File: src/ipll_pkg.sv
// shared types and constants for the integer-N divider control block
package ipll_pkg;

  localparam int unsigned PROG_W = 20;
  localparam int unsigned AUX_W  = 8;
  localparam int unsigned PIN_W  = 43;

  // dual-modulus prescaler ratios and high time of its raw output
  localparam logic [3:0] PRE_DIV_LO   = 4'hA;
  localparam logic [3:0] PRE_DIV_HI   = 4'hB;
  localparam logic [3:0] PRE_HIGH_CNT = 4'h5;

  // auxiliary_control bits kept in bus order: bit n of the register sits at index 7-n
  localparam int unsigned AUX_PWDN  = 4;
  localparam int unsigned AUX_CLOAD = 3;
  localparam int unsigned AUX_MODULUS_SELECT_LINE  = 2;
  localparam int unsigned AUX_PRE   = 1;
  localparam int unsigned AUX_OEDIS = 0;

  // mclk cycles of quiet pumps before lock_indicator is released
  localparam logic [7:0] LOCK_FILT_CYC = 8'h10;

  localparam logic [PROG_W-1:0] PROG_RST = 20'h00000;
  localparam logic [AUX_W-1:0]  AUX_RST  = 8'h00;

  typedef enum logic [1:0] {
    IPLL_MODE_PAR   = 2'b00,
    IPLL_MODE_SER   = 2'b01,
    IPLL_MODE_STRAP = 2'b11
  } ipll_mode_e;

  // counter_program_word, first serial bit at the top
  typedef struct packed {
    logic [1:0] ref_hi;
    logic [1:0] main_hi;
    logic       pre_en_n;
    logic [6:0] main_lo;
    logic [3:0] ref_lo;
    logic [3:0] swallow;
  } ipll_prog_s;

  // every programming and clock pin of the device
  typedef struct packed {
    logic       rf_in;
    logic       ref_in;
    logic [7:0] par_bus;
    logic       main_low_byte_strobe;
    logic       main_high_bits_strobe;
    logic       swallow_ref_strobe;
    logic       freq_switch_strobe;
    logic       aux_reg_strobe;
    logic       par_bank_select;
    logic       serial_in;
    logic       serial_shift_clock;
    logic       serial_load_strobe;
    logic       ser_bank_select;
    logic       bus_mode_select;
    logic       serial_select;
    logic       aux_ctrl_enable_n;
    ipll_prog_s strap_word;
  } ipll_pins_s;

endpackage

File: src/ipll_pin_sync.sv
// three-stage pin synchroniser with agreement filter and edge pulses
`timescale 1ns/10ps
`default_nettype none
module ipll_pin_sync #(
  parameter int unsigned WIDTH = 8
) (
  input  wire logic             clk,
  input  wire logic             rst,
  input  wire logic [WIDTH-1:0] din,
  output logic      [WIDTH-1:0] lvl,
  output logic      [WIDTH-1:0] rise,
  output logic      [WIDTH-1:0] fall
);

  genvar gi;
  generate
    for (gi = 0; gi < WIDTH; gi++) begin : g_bit
      logic s1_r;
      logic s2_r;
      logic s3_r;
      logic lvl_r;
      logic rise_r;
      logic fall_r;

      always_ff @(posedge clk or posedge rst) begin
        if (rst) begin
          s1_r <= 1'b0;
          s2_r <= 1'b0;
          s3_r <= 1'b0;
        end else begin
          s1_r <= din[gi];
          s2_r <= s1_r;
          s3_r <= s2_r;
        end
      end

      // a change counts only once stages two and three agree
      always_ff @(posedge clk or posedge rst) begin
        if (rst) begin
          lvl_r  <= 1'b0;
          rise_r <= 1'b0;
          fall_r <= 1'b0;
        end else begin
          rise_r <= (s2_r == s3_r) && s3_r && !lvl_r;
          fall_r <= (s2_r == s3_r) && !s3_r && lvl_r;
          if (s2_r == s3_r) begin
            lvl_r <= s3_r;
          end
        end
      end

      assign lvl[gi]  = lvl_r;
      assign rise[gi] = rise_r;
      assign fall[gi] = fall_r;
    end
  endgenerate

endmodule
`default_nettype wire

File: src/ipll_divider_ctrl.sv
// integer-N synthesizer digital core: programming, dividers, phase detector, lock
// Function
// - pre_en_n low uses the 10/11 prescaler; high bypasses it and stops it.
// - main ratio with prescaler is 10*(M+1)+A, M 9 bits, A at most M+1.
// - M of one gives a main counter ratio of two.
// - bypassed prescaler: main chain divides by M+1 and ignores swallow value.
// - strap mode forces main bits 8:7 and ref bits 5:4 to zero.
// - ref counter divides reference by R+1; R zero passes reference straight through.
// - mode select: bus low/serial low parallel, bus low/serial high serial, bus high strap.
// - parallel strobes load three sections of the program word from the byte bus.
// - parallel: freq_switch_strobe rising copies primary into secondary.
// - parallel: par_bank_select high uses primary, low uses secondary.
// - parallel: aux strobe rising captures bus; bits act only with enable low.
// - serial: twenty bits shift into primary on shift clock, first bit highest.
// - serial: load strobe or freq_switch rising copies primary into secondary.
// - serial: ser_bank_select high uses primary, low uses secondary.
// - serial with aux strobe high: eight bits shift into aux shift stage.
// - serial aux bits reach the holding buffer only on aux strobe falling.
// - aux bits 0-2 reserved; bit n is bus bit 7-n; bit 3 powers down.
// - aux bit 4 loads counters immediately and continuously from selected source.
// - bit 5 shows modulus select, bit 6 prescaler output, bit 7 disables the two divided outputs.
// - every aux control bit is active high.
// - phase detector: main edge first pulses down pump, ref first pulses up pump.
// - filter node is NAND of pumps; open-drain lock indicator is their filtered AND.
// - prescaler divides by ten or eleven as modulus select chooses.
// - counter values live in one 20-bit program word.
`timescale 1ns/10ps
`default_nettype none
module ipll_divider_ctrl (
  input  wire logic                mclk,
  input  wire logic                sys_rst,
  input  wire ipll_pkg::ipll_pins_s pins,
  output logic                     main_divided_clk,
  output logic                     ref_divided_clk,
  output logic                     pump_up_n,
  output logic                     pump_down_n,
  output logic                     lock_filter_node,
  output logic                     lock_indicator_o,
  output logic                     lock_indicator_oe,
  output logic                     diag_out
);
  import ipll_pkg::*;

  logic [PIN_W-1:0] lvl_v;
  logic [PIN_W-1:0] rise_v;
  logic [PIN_W-1:0] fall_v;
  ipll_pins_s       lvl;
  ipll_pins_s       rise;
  ipll_pins_s       fall;

  ipll_mode_e       mode;
  ipll_prog_s       pri_r;
  ipll_prog_s       sec_r;
  ipll_prog_s       src;
  ipll_prog_s       act_r;
  logic [AUX_W-1:0] aux_sh_r;
  logic [AUX_W-1:0] aux_buf_r;
  logic [AUX_W-1:0] aux_eff;

  logic             pwdn;
  logic             cload;
  logic             bypass;
  logic [8:0]       m_val;
  logic [5:0]       r_val;
  logic [3:0]       pre_cnt_r;
  logic [8:0]       m_cnt_r;
  logic [5:0]       r_cnt_r;
  logic             modulus_select_line;
  logic             pre_evt;
  logic             pre_out;
  logic             main_wrap;
  logic             ref_wrap;
  logic             up_n_nxt;
  logic             dn_n_nxt;
  logic [7:0]       lock_cnt_r;

  logic             main_div_r;
  logic             ref_div_r;
  logic             pump_up_n_r;
  logic             pump_down_n_r;
  logic             filt_node_r;
  logic             lock_oe_r;
  logic             diag_r;

  // every pin, clocks included, is sampled by mclk; edges come as one-cycle pulses
  ipll_pin_sync #(
    .WIDTH (PIN_W)
  ) u_sync (
    .clk  (mclk),
    .rst  (sys_rst),
    .din  (pins),
    .lvl  (lvl_v),
    .rise (rise_v),
    .fall (fall_v)
  );

  assign lvl  = lvl_v;
  assign rise = rise_v;
  assign fall = fall_v;

  always_comb begin
    if (lvl.bus_mode_select) begin
      mode = IPLL_MODE_STRAP;
    end else if (lvl.serial_select) begin
      mode = IPLL_MODE_SER;
    end else begin
      mode = IPLL_MODE_PAR;
    end
  end

  // primary program word
  always_ff @(posedge mclk or posedge sys_rst) begin
    if (sys_rst) begin
      pri_r <= PROG_RST;
    end else begin
      case (mode)
        IPLL_MODE_PAR: begin
          if (rise.main_high_bits_strobe) begin
            {pri_r.ref_hi, pri_r.main_hi} <= lvl.par_bus[3:0];
          end
          if (rise.main_low_byte_strobe) begin
            {pri_r.pre_en_n, pri_r.main_lo} <= lvl.par_bus;
          end
          if (rise.swallow_ref_strobe) begin
            {pri_r.ref_lo, pri_r.swallow} <= lvl.par_bus;
          end
        end
        IPLL_MODE_SER: begin
          // first bit ends up at the top after twenty shifts
          if (rise.serial_shift_clock && !lvl.serial_load_strobe && !lvl.aux_reg_strobe) begin
            pri_r <= ipll_prog_s'({pri_r[PROG_W-2:0], lvl.serial_in});
          end
        end
        default: begin
          pri_r <= pri_r;
        end
      endcase
    end
  end

  // secondary program word; a copy in the same cycle as a shift takes the old word
  always_ff @(posedge mclk or posedge sys_rst) begin
    if (sys_rst) begin
      sec_r <= PROG_RST;
    end else begin
      case (mode)
        IPLL_MODE_PAR: begin
          if (rise.freq_switch_strobe) begin
            sec_r <= pri_r;
          end
        end
        IPLL_MODE_SER: begin
          if (rise.serial_load_strobe || rise.freq_switch_strobe) begin
            sec_r <= pri_r;
          end
        end
        default: begin
          sec_r <= sec_r;
        end
      endcase
    end
  end

  // auxiliary shift stage, kept apart so outputs never glitch while shifting
  always_ff @(posedge mclk or posedge sys_rst) begin
    if (sys_rst) begin
      aux_sh_r <= AUX_RST;
    end else if (mode == IPLL_MODE_SER && rise.serial_shift_clock &&
                 lvl.aux_reg_strobe && !lvl.serial_load_strobe) begin
      aux_sh_r <= {aux_sh_r[AUX_W-2:0], lvl.serial_in};
    end
  end

  // auxiliary_control holding buffer, stored in bus order
  always_ff @(posedge mclk or posedge sys_rst) begin
    if (sys_rst) begin
      aux_buf_r <= AUX_RST;
    end else begin
      case (mode)
        IPLL_MODE_PAR: begin
          if (rise.aux_reg_strobe) begin
            aux_buf_r <= lvl.par_bus;
          end
        end
        IPLL_MODE_SER: begin
          if (fall.aux_reg_strobe) begin
            aux_buf_r <= aux_sh_r;
          end
        end
        default: begin
          aux_buf_r <= aux_buf_r;
        end
      endcase
    end
  end

  // reserved bits are carried but steer nothing
  assign aux_eff = lvl.aux_ctrl_enable_n ? AUX_RST : aux_buf_r;
  assign pwdn    = aux_eff[AUX_PWDN] == 1'b1;
  assign cload   = aux_eff[AUX_CLOAD] == 1'b1;

  // counter source selection
  always_comb begin
    case (mode)
      IPLL_MODE_PAR: begin
        src = lvl.par_bank_select ? pri_r : sec_r;
      end
      IPLL_MODE_SER: begin
        src = lvl.ser_bank_select ? pri_r : sec_r;
      end
      IPLL_MODE_STRAP: begin
        src         = lvl.strap_word;
        src.ref_hi  = 2'h0;
        src.main_hi = 2'h0;
      end
      default: begin
        src = sec_r;
      end
    endcase
  end

  // counters pick up new values at the end of a main cycle or during power down, so a change never
  // truncates a main period, unless immediate loading is asked for
  always_ff @(posedge mclk or posedge sys_rst) begin
    if (sys_rst) begin
      act_r <= PROG_RST;
    end else if (cload || main_wrap || pwdn) begin
      act_r <= src;
    end
  end

  assign bypass = act_r.pre_en_n;
  assign m_val  = {act_r.main_hi, act_r.main_lo};
  assign r_val  = {act_r.ref_hi, act_r.ref_lo};

  // swallow: divide by eleven for the first A prescaler periods of a main cycle
  assign modulus_select_line = !bypass && (m_cnt_r < {5'h00, act_r.swallow});

  always_comb begin
    if (bypass) begin
      pre_evt = rise.rf_in && !pwdn;
    end else begin
      pre_evt = rise.rf_in && !pwdn &&
                (pre_cnt_r == (modulus_select_line ? PRE_DIV_HI - 4'h1 : PRE_DIV_LO - 4'h1));
    end
  end

  always_ff @(posedge mclk or posedge sys_rst) begin
    if (sys_rst) begin
      pre_cnt_r <= 4'h0;
    end else if (pwdn || bypass) begin
      pre_cnt_r <= 4'h0;
    end else if (rise.rf_in) begin
      pre_cnt_r <= pre_evt ? 4'h0 : pre_cnt_r + 4'h1;
    end
  end

  // M+1 prescaler outputs per main cycle; M of one gives two
  assign main_wrap = pre_evt && (m_cnt_r >= m_val);

  always_ff @(posedge mclk or posedge sys_rst) begin
    if (sys_rst) begin
      m_cnt_r <= 9'h000;
    end else if (pwdn) begin
      m_cnt_r <= 9'h000;
    end else if (pre_evt) begin
      m_cnt_r <= main_wrap ? 9'h000 : m_cnt_r + 9'h001;
    end
  end

  assign ref_wrap = rise.ref_in && !pwdn && (r_cnt_r >= r_val);

  always_ff @(posedge mclk or posedge sys_rst) begin
    if (sys_rst) begin
      r_cnt_r <= 6'h00;
    end else if (pwdn) begin
      r_cnt_r <= 6'h00;
    end else if (rise.ref_in) begin
      r_cnt_r <= ref_wrap ? 6'h00 : r_cnt_r + 6'h01;
    end
  end

  assign pre_out = bypass ? lvl.rf_in : (pre_cnt_r < PRE_HIGH_CNT);

  // divided outputs: high for the first period of each count; with R zero the ref output follows the reference
  always_ff @(posedge mclk or posedge sys_rst) begin
    if (sys_rst) begin
      main_div_r <= 1'b0;
      ref_div_r  <= 1'b0;
    end else if (pwdn || aux_eff[AUX_OEDIS]) begin
      main_div_r <= 1'b0;
      ref_div_r  <= 1'b0;
    end else begin
      main_div_r <= (m_cnt_r == 9'h000);
      ref_div_r  <= (r_val == 6'h00) ? lvl.ref_in : (r_cnt_r == 6'h00);
    end
  end

  always_ff @(posedge mclk or posedge sys_rst) begin
    if (sys_rst) begin
      diag_r <= 1'b0;
    end else if (aux_eff[AUX_MODULUS_SELECT_LINE]) begin
      diag_r <= modulus_select_line;
    end else if (aux_eff[AUX_PRE]) begin
      diag_r <= pre_out && !pwdn;
    end else begin
      diag_r <= 1'b0;
    end
  end

  // phase-frequency detector; once both pumps fire they reset together
  always_comb begin
    up_n_nxt = pump_up_n_r && !ref_wrap;
    dn_n_nxt = pump_down_n_r && !main_wrap;
    if (pwdn || (!up_n_nxt && !dn_n_nxt)) begin
      up_n_nxt = 1'b1;
      dn_n_nxt = 1'b1;
    end
  end

  always_ff @(posedge mclk or posedge sys_rst) begin
    if (sys_rst) begin
      pump_up_n_r   <= 1'b1;
      pump_down_n_r <= 1'b1;
      filt_node_r   <= 1'b0;
    end else begin
      pump_up_n_r   <= up_n_nxt;
      pump_down_n_r <= dn_n_nxt;
      filt_node_r   <= !(up_n_nxt && dn_n_nxt);
    end
  end

  // stands in for the external capacitor and comparator: a short quiet stretch
  // is needed before lock is reported, and a single pump pulse withdraws it on the next cycle
  always_ff @(posedge mclk or posedge sys_rst) begin
    if (sys_rst) begin
      lock_cnt_r <= 8'h00;
      lock_oe_r  <= 1'b1;
    end else begin
      if (filt_node_r) begin
        lock_cnt_r <= 8'h00;
      end else if (lock_cnt_r != LOCK_FILT_CYC) begin
        lock_cnt_r <= lock_cnt_r + 8'h01;
      end
      lock_oe_r <= (lock_cnt_r != LOCK_FILT_CYC) || filt_node_r;
    end
  end

  assign main_divided_clk  = main_div_r;
  assign ref_divided_clk   = ref_div_r;
  assign pump_up_n         = pump_up_n_r;
  assign pump_down_n       = pump_down_n_r;
  assign lock_filter_node  = filt_node_r;
  assign lock_indicator_o  = 1'b0;
  assign lock_indicator_oe = lock_oe_r;
  assign diag_out          = diag_r;

endmodule
`default_nettype wire

File: config.mk
export PLATFORM = sky130hd
export DESIGN_NAME = ipll_divider_ctrl
export DESIGN_NICKNAME = d
export VERILOG_FILES = /design/src/ipll_pkg.sv /design/src/ipll_pin_sync.sv /design/src/ipll_divider_ctrl.sv
export SDC_FILE = /design/constraint.sdc
export NUM_CORES = 1
export LEC_CHECK = 0
export BUFFER_PORTS_ARGS = -buffer_cell sky130_fd_sc_hd__buf_4
export CORE_AREA = 3 3 165 167
export DETAILED_ROUTE_END_ITERATION = 8
export DIE_AREA = 0 0 168 170
export PLACE_DENSITY_LB_ADDON = 0.1
export SLEW_MARGIN = 10
export SYNTH_ARGS = -nofsm -noshare
export SYNTH_HDL_FRONTEND = slang
export SYNTH_SLANG_ARGS = --single-unit
File: constraint.sdc
create_clock -name mclk -period 9.2 [get_ports mclk]
set_input_delay 1.38 -clock mclk [delete_from_list [all_inputs] [get_ports mclk]]
set_output_delay 1.38 -clock mclk [all_outputs]
set_load 0.1 [all_outputs]
### Word level (Yosys, flattened, before mapping)

Index checks and enable logic that the tools add are counted.

* reductions and logical operators: 74
* mux-type cells: 38
* $add $sub $neg: 4
* magnitude comparators: 4
* equal/unequal tests: 51

Operator list (number)
* $mux W20: 5
* $pmux W20 S2: 2
* $pmux W20 S3: 1
* $eq A1 B1 Y1: 39
* $logic_and A1 B1 Y1: 36
* $mux W8: 4
* $mux W9: 3
* $mux W6: 3
* $logic_not A1 Y1: 17
* $mux W4: 4
* $mux W5: 3
* $reduce_and A3 Y1: 5
* $logic_not A6 Y1: 2
* $ne A2 B1 Y1 const B: 6
* $mux W1: 10
* $pmux W5 S2: 1
* $reduce_bool A2 Y1: 5
* $add A9 B1 Y9 const B: 1
* $ge A9 B9 Y1: 1
* $logic_not A9 Y1: 1
* $lt A9 B4 Y1: 1
* $add A8 B1 Y8 const B: 1
* $ne A8 B5 Y1 const B: 1
* $logic_or A1 B1 Y1: 7
* other kinds (10): 12

* word-level logic and storage cells: 368
* bits in registers: 270
* output and inout bits: 8

### Longest topological paths before layout

Gate-level depths: netlist of run 1.

* word-level depth: 15
* gate-level depth with buffers: 9

### Modules after synthesis

A second synthesis of run 1 with hierarchy kept.

* cell total of the unflattened synthesis: 1242
* area, all modules: 15554.9 um^2

Modules (own cells, without submodules)
* ipll_pin_sync: cells an instance 689, seq. area each 6456.2 um^2, area each 10010.9 um^2, instances 1
* ipll_divider_ctrl: cells an instance 553, seq. area each 2606.2 um^2, area each 5544.1 um^2, instances 1

### Worst setup path after synthesis of run 1

OpenSTA, ideal clock, no wires.

* kind: flip-flop to output port
* start point: register filt_node_r, in the netlist lock_filter_node
* end point: output lock_filter_node
* data required time: 7820 ps
* path slack: 6924 ps
* stages on the path, launching flop included: 1
* buffers on the path: 0
* arrival: 896 ps
* cell sequence: dfrtp_1

RTL lines
* from (decl): line ipll_divider_ctrl.sv:81 `logic filt_node_r;`
* from (signal assigned): line ipll_divider_ctrl.sv:329 `filt_node_r <= !(up_n_nxt && dn_n_nxt);`
* to (decl): line ipll_divider_ctrl.sv:37 `output logic lock_filter_node,`

No word-level cell between the ends.

### Final worst setup path of run 1

* start point: register filt_node_r, in the netlist lock_filter_node
* end point: output lock_filter_node

No word-level cell between the ends.

==> impl_metrics.csv, run 1 <==
group,metric,value,unit
power,switchingPower,1010,uW
clock_tree,cts_buffer_depth,3,
floorplan,initial_core_util,0.3978,
power,power_frac_seq,0.454,
global_routing,grt_util_met3,0.02648,
global_routing,top_usage_layer,"met2",
global_routing,grt_pass1_vias,6332,
floorplan,fp-row-count,59,
route,ant_nets,0,
place,portBuffers,47,
floorplan,die_area,28560,um^2
clock_tree,ctsHoldBuffers,0,
logic_synthesis,synth_fp_nets,861,
route,drc_errors,0,
floorplan,boundaryPins,53,
clock_tree,cts-root-buf,"clkbuf_16",
final_layout,n_antenna_cell,0,
setup_path,cp-end-kind,"output pin",
place,place_congestion,0.7944,
sta,fin_crit,2801,ps
setup_path,crit_family,"flip-flops",
global_routing,use_met2,0.2201,
setup_path,critPathMaxStageDelay,520,ps
floorplan,die_y,170,um
setup_path,crit_required,7820,ps
global_routing,grt_max_degree,187,
logic_synthesis,ys.flop_type,"dfrtp_1",
clock_tree,clk_pin_slew,60,ps
clock_tree,cts_resized,0,
final_layout,area_delta_synth_final,17.05,%
route,drtIter0Drc,363,
route,via_per_inst,4.928,
logic_synthesis,synth_seq_cells,270,
route,route.detailed.wl_per_inst,15.39,um
route,vias,5913,
floorplan,fp.dieW,168,um
power,combinationalPowerShare,0.197,
global_routing,grtUsageMet1,0.1846,
logic_synthesis,synth_cells,780,
setup_path,startpoint_type,"flip-flop",
sta,grt_setup_unrepaired,"false",
clock_tree,cts_max_level,1,
global_routing,grt_overflow_total,0,
power,ir_worst_vdd,0.1402,mV
setup_path,crit_arrival,1420,ps
setup_path,crit_type,"flip-flop to output pin",
global_routing,antenna_found_initial,0,
final_layout,fillers,2334,
logic_synthesis,netlist_area,10310,um^2
power,switching_share,0.2906,
power,power.internal,2464,uW
sta,fin_tns_setup,0,ps
clock_tree,cts_buffers,30,
min_path,min_path_type,"flip-flop to flip-flop",
final_layout,final_nets,923,
outcome,status,"finished clean",
sta,fmax,357.0,MHz
setup_path,worstPathCellList,"buf_4",
logic_synthesis,avgSynthCellArea,13.21,um^2
logic_synthesis,synth_cell_types,56,
sta,relSlewSlack,0.2522,
sta,drv_slew,0,
power,leakage,0.005422,uW
clock_tree,post_cts_buffers,0,
clock_tree,cts_tree,"yes",
logic_synthesis,synth_warnings,0,
route,drt_first_pass_iters,5,
setup_path,path_max_fanout,10,
logic_synthesis,ys_async_sr_fraction,1.000,
power,powerDensity,287.9,nW/um^2
sta,worst-slew-pin-transition,1122,ps
global_routing,grt_pass1_wl,32110,um
sta,setup_ws,6399,ps
sta,min_period_over_period,0.3045,
final_layout,drive_gt1_frac,0.1792,
place,dpl.hpwl,12240,um
logic_synthesis,synth_edf_count,0,
job,cap_viol_max_count,0,
power,clkPwrFrac,0.349,
power,report.power.total,3474,uW
logic_synthesis,ys_seq_area_frac,0.6559,
setup_path,crit_buf_inv,1,
route,wl,18470,um
sta,setup_viol,0,
clock_tree,clk_latency,540,ps
floorplan,core-area,25910,um^2
sta,fin_skew,8.071,ps
clock_tree,cts_sinks,270,
place,dp_slack,6261,ps
sta,hold_ws,340.7,ps
setup_path,critPathSlowestCell,"dfrtp_1",
sta,final_hold_viol_count,0,
global_routing,grt_usage,0.1344,
-- worst paths after layout --
check                           slack (ps)  cells past startpoint                             from                              end
worst max-delay path                  6400                      1       lock_filter_node$_DFF_PP0_                 lock_filter_node
worst min register to register         340                      0  u_sync.g_bit[14].s1_r$_DFF_PP0_  u_sync.g_bit[14].s2_r$_DFF_PP0_
min in group asynchronous              900                      2                          sys_rst  u_sync.g_bit[25].s1_r$_DFF_PP0_
worst min-delay path                   340                      0  u_sync.g_bit[14].s1_r$_DFF_PP0_  u_sync.g_bit[14].s2_r$_DFF_PP0_
max in group asynchronous             6890                      3                          sys_rst  u_sync.g_bit[41].s3_r$_DFF_PP0_
worst max register to register        6410                      7           m_cnt_r[2]$_DFFE_PP0P_            act_r[19]$_DFFE_PP0P_
-- cell usage in the layout (no fill, tap or decap), drive strengths merged, types with 3 or more instances in the layout --
cell | netlist | layout
dfstp | 3 | 3
mux2i | 35 | 35
clkbuf | 12 | 45
nand4 | 3 | 3
o21ai | 25 | 25
dfrtp | 267 | 267
or2 | 3 | 3
nand2b | 8 | 8
nor3b | 5 | 5
mux2 | 42 | 42
xor2 | 5 | 5
nor3 | 5 | 5
nor2 | 62 | 62
nand2 | 26 | 26
a31oi | 6 | 6
nand3 | 17 | 17
maj3 | 30 | 30
inv | 32 | 32
xnor2 | 3 | 3
nand3b | 3 | 3
bufinv | 0 | 4
a32o | 5 | 5
and3 | 7 | 7
a21oi | 73 | 73
a211oi | 3 | 3
clkinv | 0 | 5
nor2b | 24 | 24
o22ai | 5 | 5
ha | 36 | 36
nor4b | 3 | 3
buf | 10 | 52
-- per-layer routing --
layer | vias up | wire length, um
li1 | 2836 | -
met1 | 2960 | 8400
met2 | 95 | 9052
met3 | 22 | 729
met4 | 0 | 289
met5 | - | 0
-- layout make-up --
class                   instances  area [um^2]  share of cell area
inverters                      32        127.6             0.01058
repair buffers                 52        402.9             0.03339
multi-input cells             456         3324              0.2755
clock buffers                  45        867.1             0.07187
flip-flops and latches        270         6760              0.5603
well taps                     335        419.2             0.03474
clock inverters                10        163.9             0.01358
-- synth_stat cells (2+ instances only) --
library cell | n | share of area
a21o_1 | 2 | 0.0015
or3_1 | 2 | 0.0012
xnor2_1 | 3 | 0.0025
nand4_1 | 3 | 0.0018
clkbuf_1 | 12 | 0.0044
nand3b_1 | 3 | 0.0022
nor2_1 | 62 | 0.023
nand2_1 | 26 | 0.0095
nand2b_1 | 8 | 0.0049
maj3_1 | 30 | 0.029
o21ai_0 | 24 | 0.012
dfrtp_1 | 267 | 0.65
buf_1 | 4 | 0.0015
o22ai_1 | 4 | 0.0024
and3_1 | 7 | 0.0042
nor3_1 | 4 | 0.0019
mux2_2 | 35 | 0.038
or2_2 | 3 | 0.0018
inv_1 | 32 | 0.012
nor4b_1 | 3 | 0.0025
mux2i_1 | 35 | 0.034
o21a_1 | 2 | 0.0015
nor2b_1 | 24 | 0.015
a21oi_1 | 72 | 0.035
ha_1 | 36 | 0.044
nand3_1 | 17 | 0.0083
xor2_1 | 5 | 0.0042
dfstp_2 | 3 | 0.0076
nor3b_1 | 5 | 0.0036
buf_2 | 3 | 0.0015
o211ai_1 | 2 | 0.0015
a31oi_1 | 6 | 0.0036
a22o_1 | 2 | 0.0017
a32o_1 | 5 | 0.0049
a211oi_1 | 2 | 0.0015
mux2_4 | 7 | 0.010
-- per-stage QoR --
stage / cells / utilization / cell area (um^2)
detailed placement: 1145 / 0.4259 / 11030
floorplan: 780 / - / 10310
global placement: 1145 / 0.4259 / 11030
global route: 1200 / 0.4656 / 12070
CTS: 1200 / 0.4656 / 12070
finish: 1200 / 0.4656 / 12070
-- kinds of logic (layout without fill, tap and decap cells) --
family | after synthesis | count (layout) | synth area share
AOI/OAI and AO/OA | 132 | 132 | 0.07623
xor gates and xnor gates | 8 | 8 | 0.006798
adders and majority gates | 66 | 66 | 0.07283
buffers and inverters | 54 | 139 | 0.02221
DFF | 270 | 270 | 0.6559
muxes | 77 | 77 | 0.08242
other | 1 | 1 | 0.0003638
and+or+nand+nor | 172 | 172 | 0.08327
-- state kept, by name (all words and copies together), names as in the netlist, 6 cells and up --
signal	count
u_sync.g_bit.s2_r	39
sec_r	20
u_sync.g_bit.s1_r	39
m_cnt_r	9
u_sync.g_bit.lvl_r	39
pri_r	20
act_r	19
u_sync.g_bit.s3_r	39
lock_cnt_r	8
r_cnt_r	6
u_sync.g_bit.rise_r	9
-- power by group through the flow --
stage | registers (uW) | clock network, uW | logic (uW)
3_5_place_dp | 1600 | 0 | 690
2_1_floorplan | 1610 | 0 | 484
5_1_grt | 1610 | 1310 | 772
6_report | 1580 | 1210 | 684
3_3_place_gp | 1590 | 0 | 672
4_1_cts | 1580 | 1250 | 696
Power figures use the tool's default switching activity.
==> run 2, diff against run 1 <==
--- a/config.mk
+++ b/config.mk
@@ -5,10 +5,11 @@
 export SDC_FILE = /design/constraint.sdc
 export NUM_CORES = 1
 export LEC_CHECK = 0
+export ABC_AREA = 1
 export BUFFER_PORTS_ARGS = -buffer_cell sky130_fd_sc_hd__buf_4
-export CORE_AREA = 3 3 165 167
+export CORE_AREA = 3 3 168 170
 export DETAILED_ROUTE_END_ITERATION = 8
-export DIE_AREA = 0 0 168 170
+export DIE_AREA = 0 0 171 173
 export PLACE_DENSITY_LB_ADDON = 0.1
 export SLEW_MARGIN = 10
 export SYNTH_ARGS = -nofsm -noshare
==> constraint.sdc (replaced) <==
create_clock -name mclk -period 2.7 [get_ports mclk]
set_input_delay 0.405 -clock mclk [delete_from_list [all_inputs] [get_ports mclk]]
set_output_delay 0.405 -clock mclk [all_outputs]
set_load 0.1 [all_outputs]
==> impl_metrics.csv, run 2 <==
group,metric,value,unit
sta,final_hold_viol_count,0,
route,drtIter0Drc,484,
setup_path,critPathMaxStageDelay,470,ps
sta,fmax,462.6,MHz
sta,hold_ws,336.1,ps
place,dpl.hpwl,13780,um
sta,min_period_over_period,0.8006,
sta,fin_skew,19.98,ps
setup_path,crit_arrival,2590,ps
floorplan,initial_core_util,0.3972,
power,leakage,0.006081,uW
global_routing,grt_pass1_wl,36150,um
setup_path,reg2regPathDepth,12,
setup_path,cp-end-kind,"flip-flop",
logic_synthesis,netlist_area,10680,um^2
final_layout,area_delta_synth_final,21.39,%
power,powerDensity,925.2,nW/um^2
clock_tree,cts_tree,"yes",
global_routing,antenna_found_initial,0,
route,drc_errors,0,
floorplan,fp-row-count,60,
logic_synthesis,ys_async_sr_fraction,1.000,
floorplan,die_y,173,um
clock_tree,cts_max_level,1,
final_layout,fin_area,12960,um^2
global_routing,grt_overflow_total,0,
floorplan,fp.dieW,171,um
setup_path,worstPathCellList,"ha_1, inv_1, nor2_1, nand3_1, nand3_1, nand2_1, nand3_2, nand2_2, nand3_2, nand3_2, nand2_1, nand2_1",
final_layout,drive_gt1_frac,0.1251,
setup_path,crit_type,"flip-flop to flip-flop",
setup_path,critPathSlowestCell,"dfrtp_1",
clock_tree,cts_buffers,30,
logic_synthesis,synth_edf_count,0,
global_routing,grt_usage,0.1472,
route,wl,20800,um
power,ir_worst_vdd,0.4014,mV
place,place_congestion,0.7836,
route,drt_first_pass_iters,5,
outcome,status,"finished clean",
logic_synthesis,synth_common_cells,"267 x dfrtp_1, 146 x nand2_1, 115 x inv_1",
global_routing,grt_pass1_vias,7250,
min_path,min_path_type,"primary input to async pin",
sta,worst-slew-pin-transition,669.6,ps
logic_synthesis,yosysMostFrequentCell,"dfrtp_1",
floorplan,core-area,26880,um^2
floorplan,boundaryPins,53,
final_layout,n_antenna_cell,0,
final_layout,final_nets,1192,
sta,grt_setup_unrepaired,"false",
clock_tree,clk_pin_slew,60,ps
setup_path,path_depth,12,
setup_path,path_max_fanout,20,
place,dp_cells,1380,
logic_synthesis,synth_warnings,0,
logic_synthesis,yosys.area.top_type,"dfrtp_1",
route,route.detailed.wl_per_inst,14.09,um
logic_synthesis,synth_fp_nets,1090,
setup_path,crit_required,3130,ps
final_layout,layout.cells.non_filler,1476,
final_layout,layout_commonest_cell,"dfrtp_1",
power,report.power.total,11990,uW
route,via_per_inst,4.789,
final_layout,mostFrequentLayoutCells,"267 x dfrtp_1, 146 x nand2_1, 114 x inv_1, 89 x o21ai_0, 80 x a21oi_1",
clock_tree,cts-root-buf,"clkbuf_16",
setup_path,crit_family,"simple AND/OR/NAND/NOR gates",
sta,relSlewSlack,0.5531,
clock_tree,cts_buffer_depth,3,
sta,drv_slew,0,
logic_synthesis,avgSynthCellArea,10.58,um^2
logic_synthesis,synth_seq_cells,270,
logic_synthesis,synth_top_area_share,0.6259,
clock_tree,cts_sinks,270,
place,portBuffers,47,
final_layout,fillers,2508,
clock_tree,post_cts_buffers,0,
sta,setup_viol,0,
route,vias,7068,
logic_synthesis,synth_cells,1009,
global_routing,grt_max_degree,114,
setup_path,startpoint_type,"flip-flop",
logic_synthesis,ys.flop_type,"dfrtp_1",
place,place_area,11450,um^2
logic_synthesis,synthTopCellsByArea,"dfrtp_1 63%, nand2_1 5.1%, ha_1 4.2%",
job,cap_viol_max_count,0,
floorplan,die_area,29580,um^2
route,ant_nets,0,
logic_synthesis,synth_cell_types,40,
setup_path,crit_buf_inv,1,
clock_tree,clk_latency,560,ps
sta,fin_crit,2162,ps
final_layout,utilization,0.4822,
logic_synthesis,ys_seq_area_frac,0.6333,
==> run 2: cell types whose count changed after synthesis, moves of 24 or more <==
cell,before,now
nor2b_1,24,0
inv_1,32,115
nand4_1,3,30
nand2_1,26,146
mux2_2,35,9
o21ai_0,24,89
mux2i_1,35,0
==> run 2: worst min-delay path: stages <==
cell and delay (ps):
dlygate4sd3_1 530, buf_4 140, clkinvlp_4 190
==> run 2: worst paths after layout <==
kind | slack, ps | to | start
min in group mclk | 350 | u_sync.g_bit[31].s2_r$_DFF_PP0_ | u_sync.g_bit[31].s1_r$_DFF_PP0_
worst max-delay path | 540 | act_r[14]$_DFFE_PP0P_ | m_cnt_r[3]$_DFFE_PP0P_
worst min register to register | 350 | u_sync.g_bit[31].s2_r$_DFF_PP0_ | u_sync.g_bit[31].s1_r$_DFF_PP0_
max in group asynchronous | 1500 | u_sync.g_bit[42].s1_r$_DFF_PP0_ | sys_rst
worst min-delay path | 340 | u_sync.g_bit[11].s1_r$_DFF_PP0_ | sys_rst
worst max register to register | 540 | act_r[14]$_DFFE_PP0P_ | m_cnt_r[3]$_DFFE_PP0P_
==> run 2: cells by family after synthesis <==
| family | share of synthesized area |
|---|---|
| muxes | 0.009494 |
| and+or+nand+nor | 0.1253 |
| AOI/OAI and AO/OA | 0.09505 |
| DFF | 0.6333 |
| buffers and inverters | 0.05719 |
| adders and majority gates | 0.07032 |
| other | 0.0003513 |
| xor gates and xnor gates | 0.009026 |
==> run 2: power breakdown <==
group	internal [uW]	switching, uW
Clock	2750	1640
Combinational	853	1610
Sequential	4730	407
Total	8330	3660
==> run 2: repair_timing <==
action                                 4_1_cts  5_1_grt
resized for setup                            0        0
endpoints found under the hold margin       43        0
hold buffers                                40        0
==> run 2: stage by stage <==
stage / setup TNS, ps / setup slack [ps]
finish: 0 / 538.3
global route: 0 / 318.2
CTS: 0 / 506.5
detailed placement: 0 / 523.4
global placement: 0 / 530.7
floorplan: -340060 / -1270
==> run 2: cell type report <==
class	instances	area, um^2	share of cell area
sequential	270	6760	0.5217
clock inverter	14	227.7	0.01757
timing repair buffer	102	903.4	0.06971
tap	341	426.7	0.03292
multi-input combinational	586	3307	0.2552
inverter	121	457.9	0.03534
clock buffer	42	875.8	0.06759
==> run 2: layer usage <==
metal / share of wire / global-route usage / vias to the layer above
met5: 0 / 0 / -
met4: 0.028 / 0.04225 / 0
met3: 0.028 / 0.02241 / 40
met2: 0.46 / 0.2311 / 95
met1: 0.48 / 0.2130 / 3388
li1: - / - / 3545
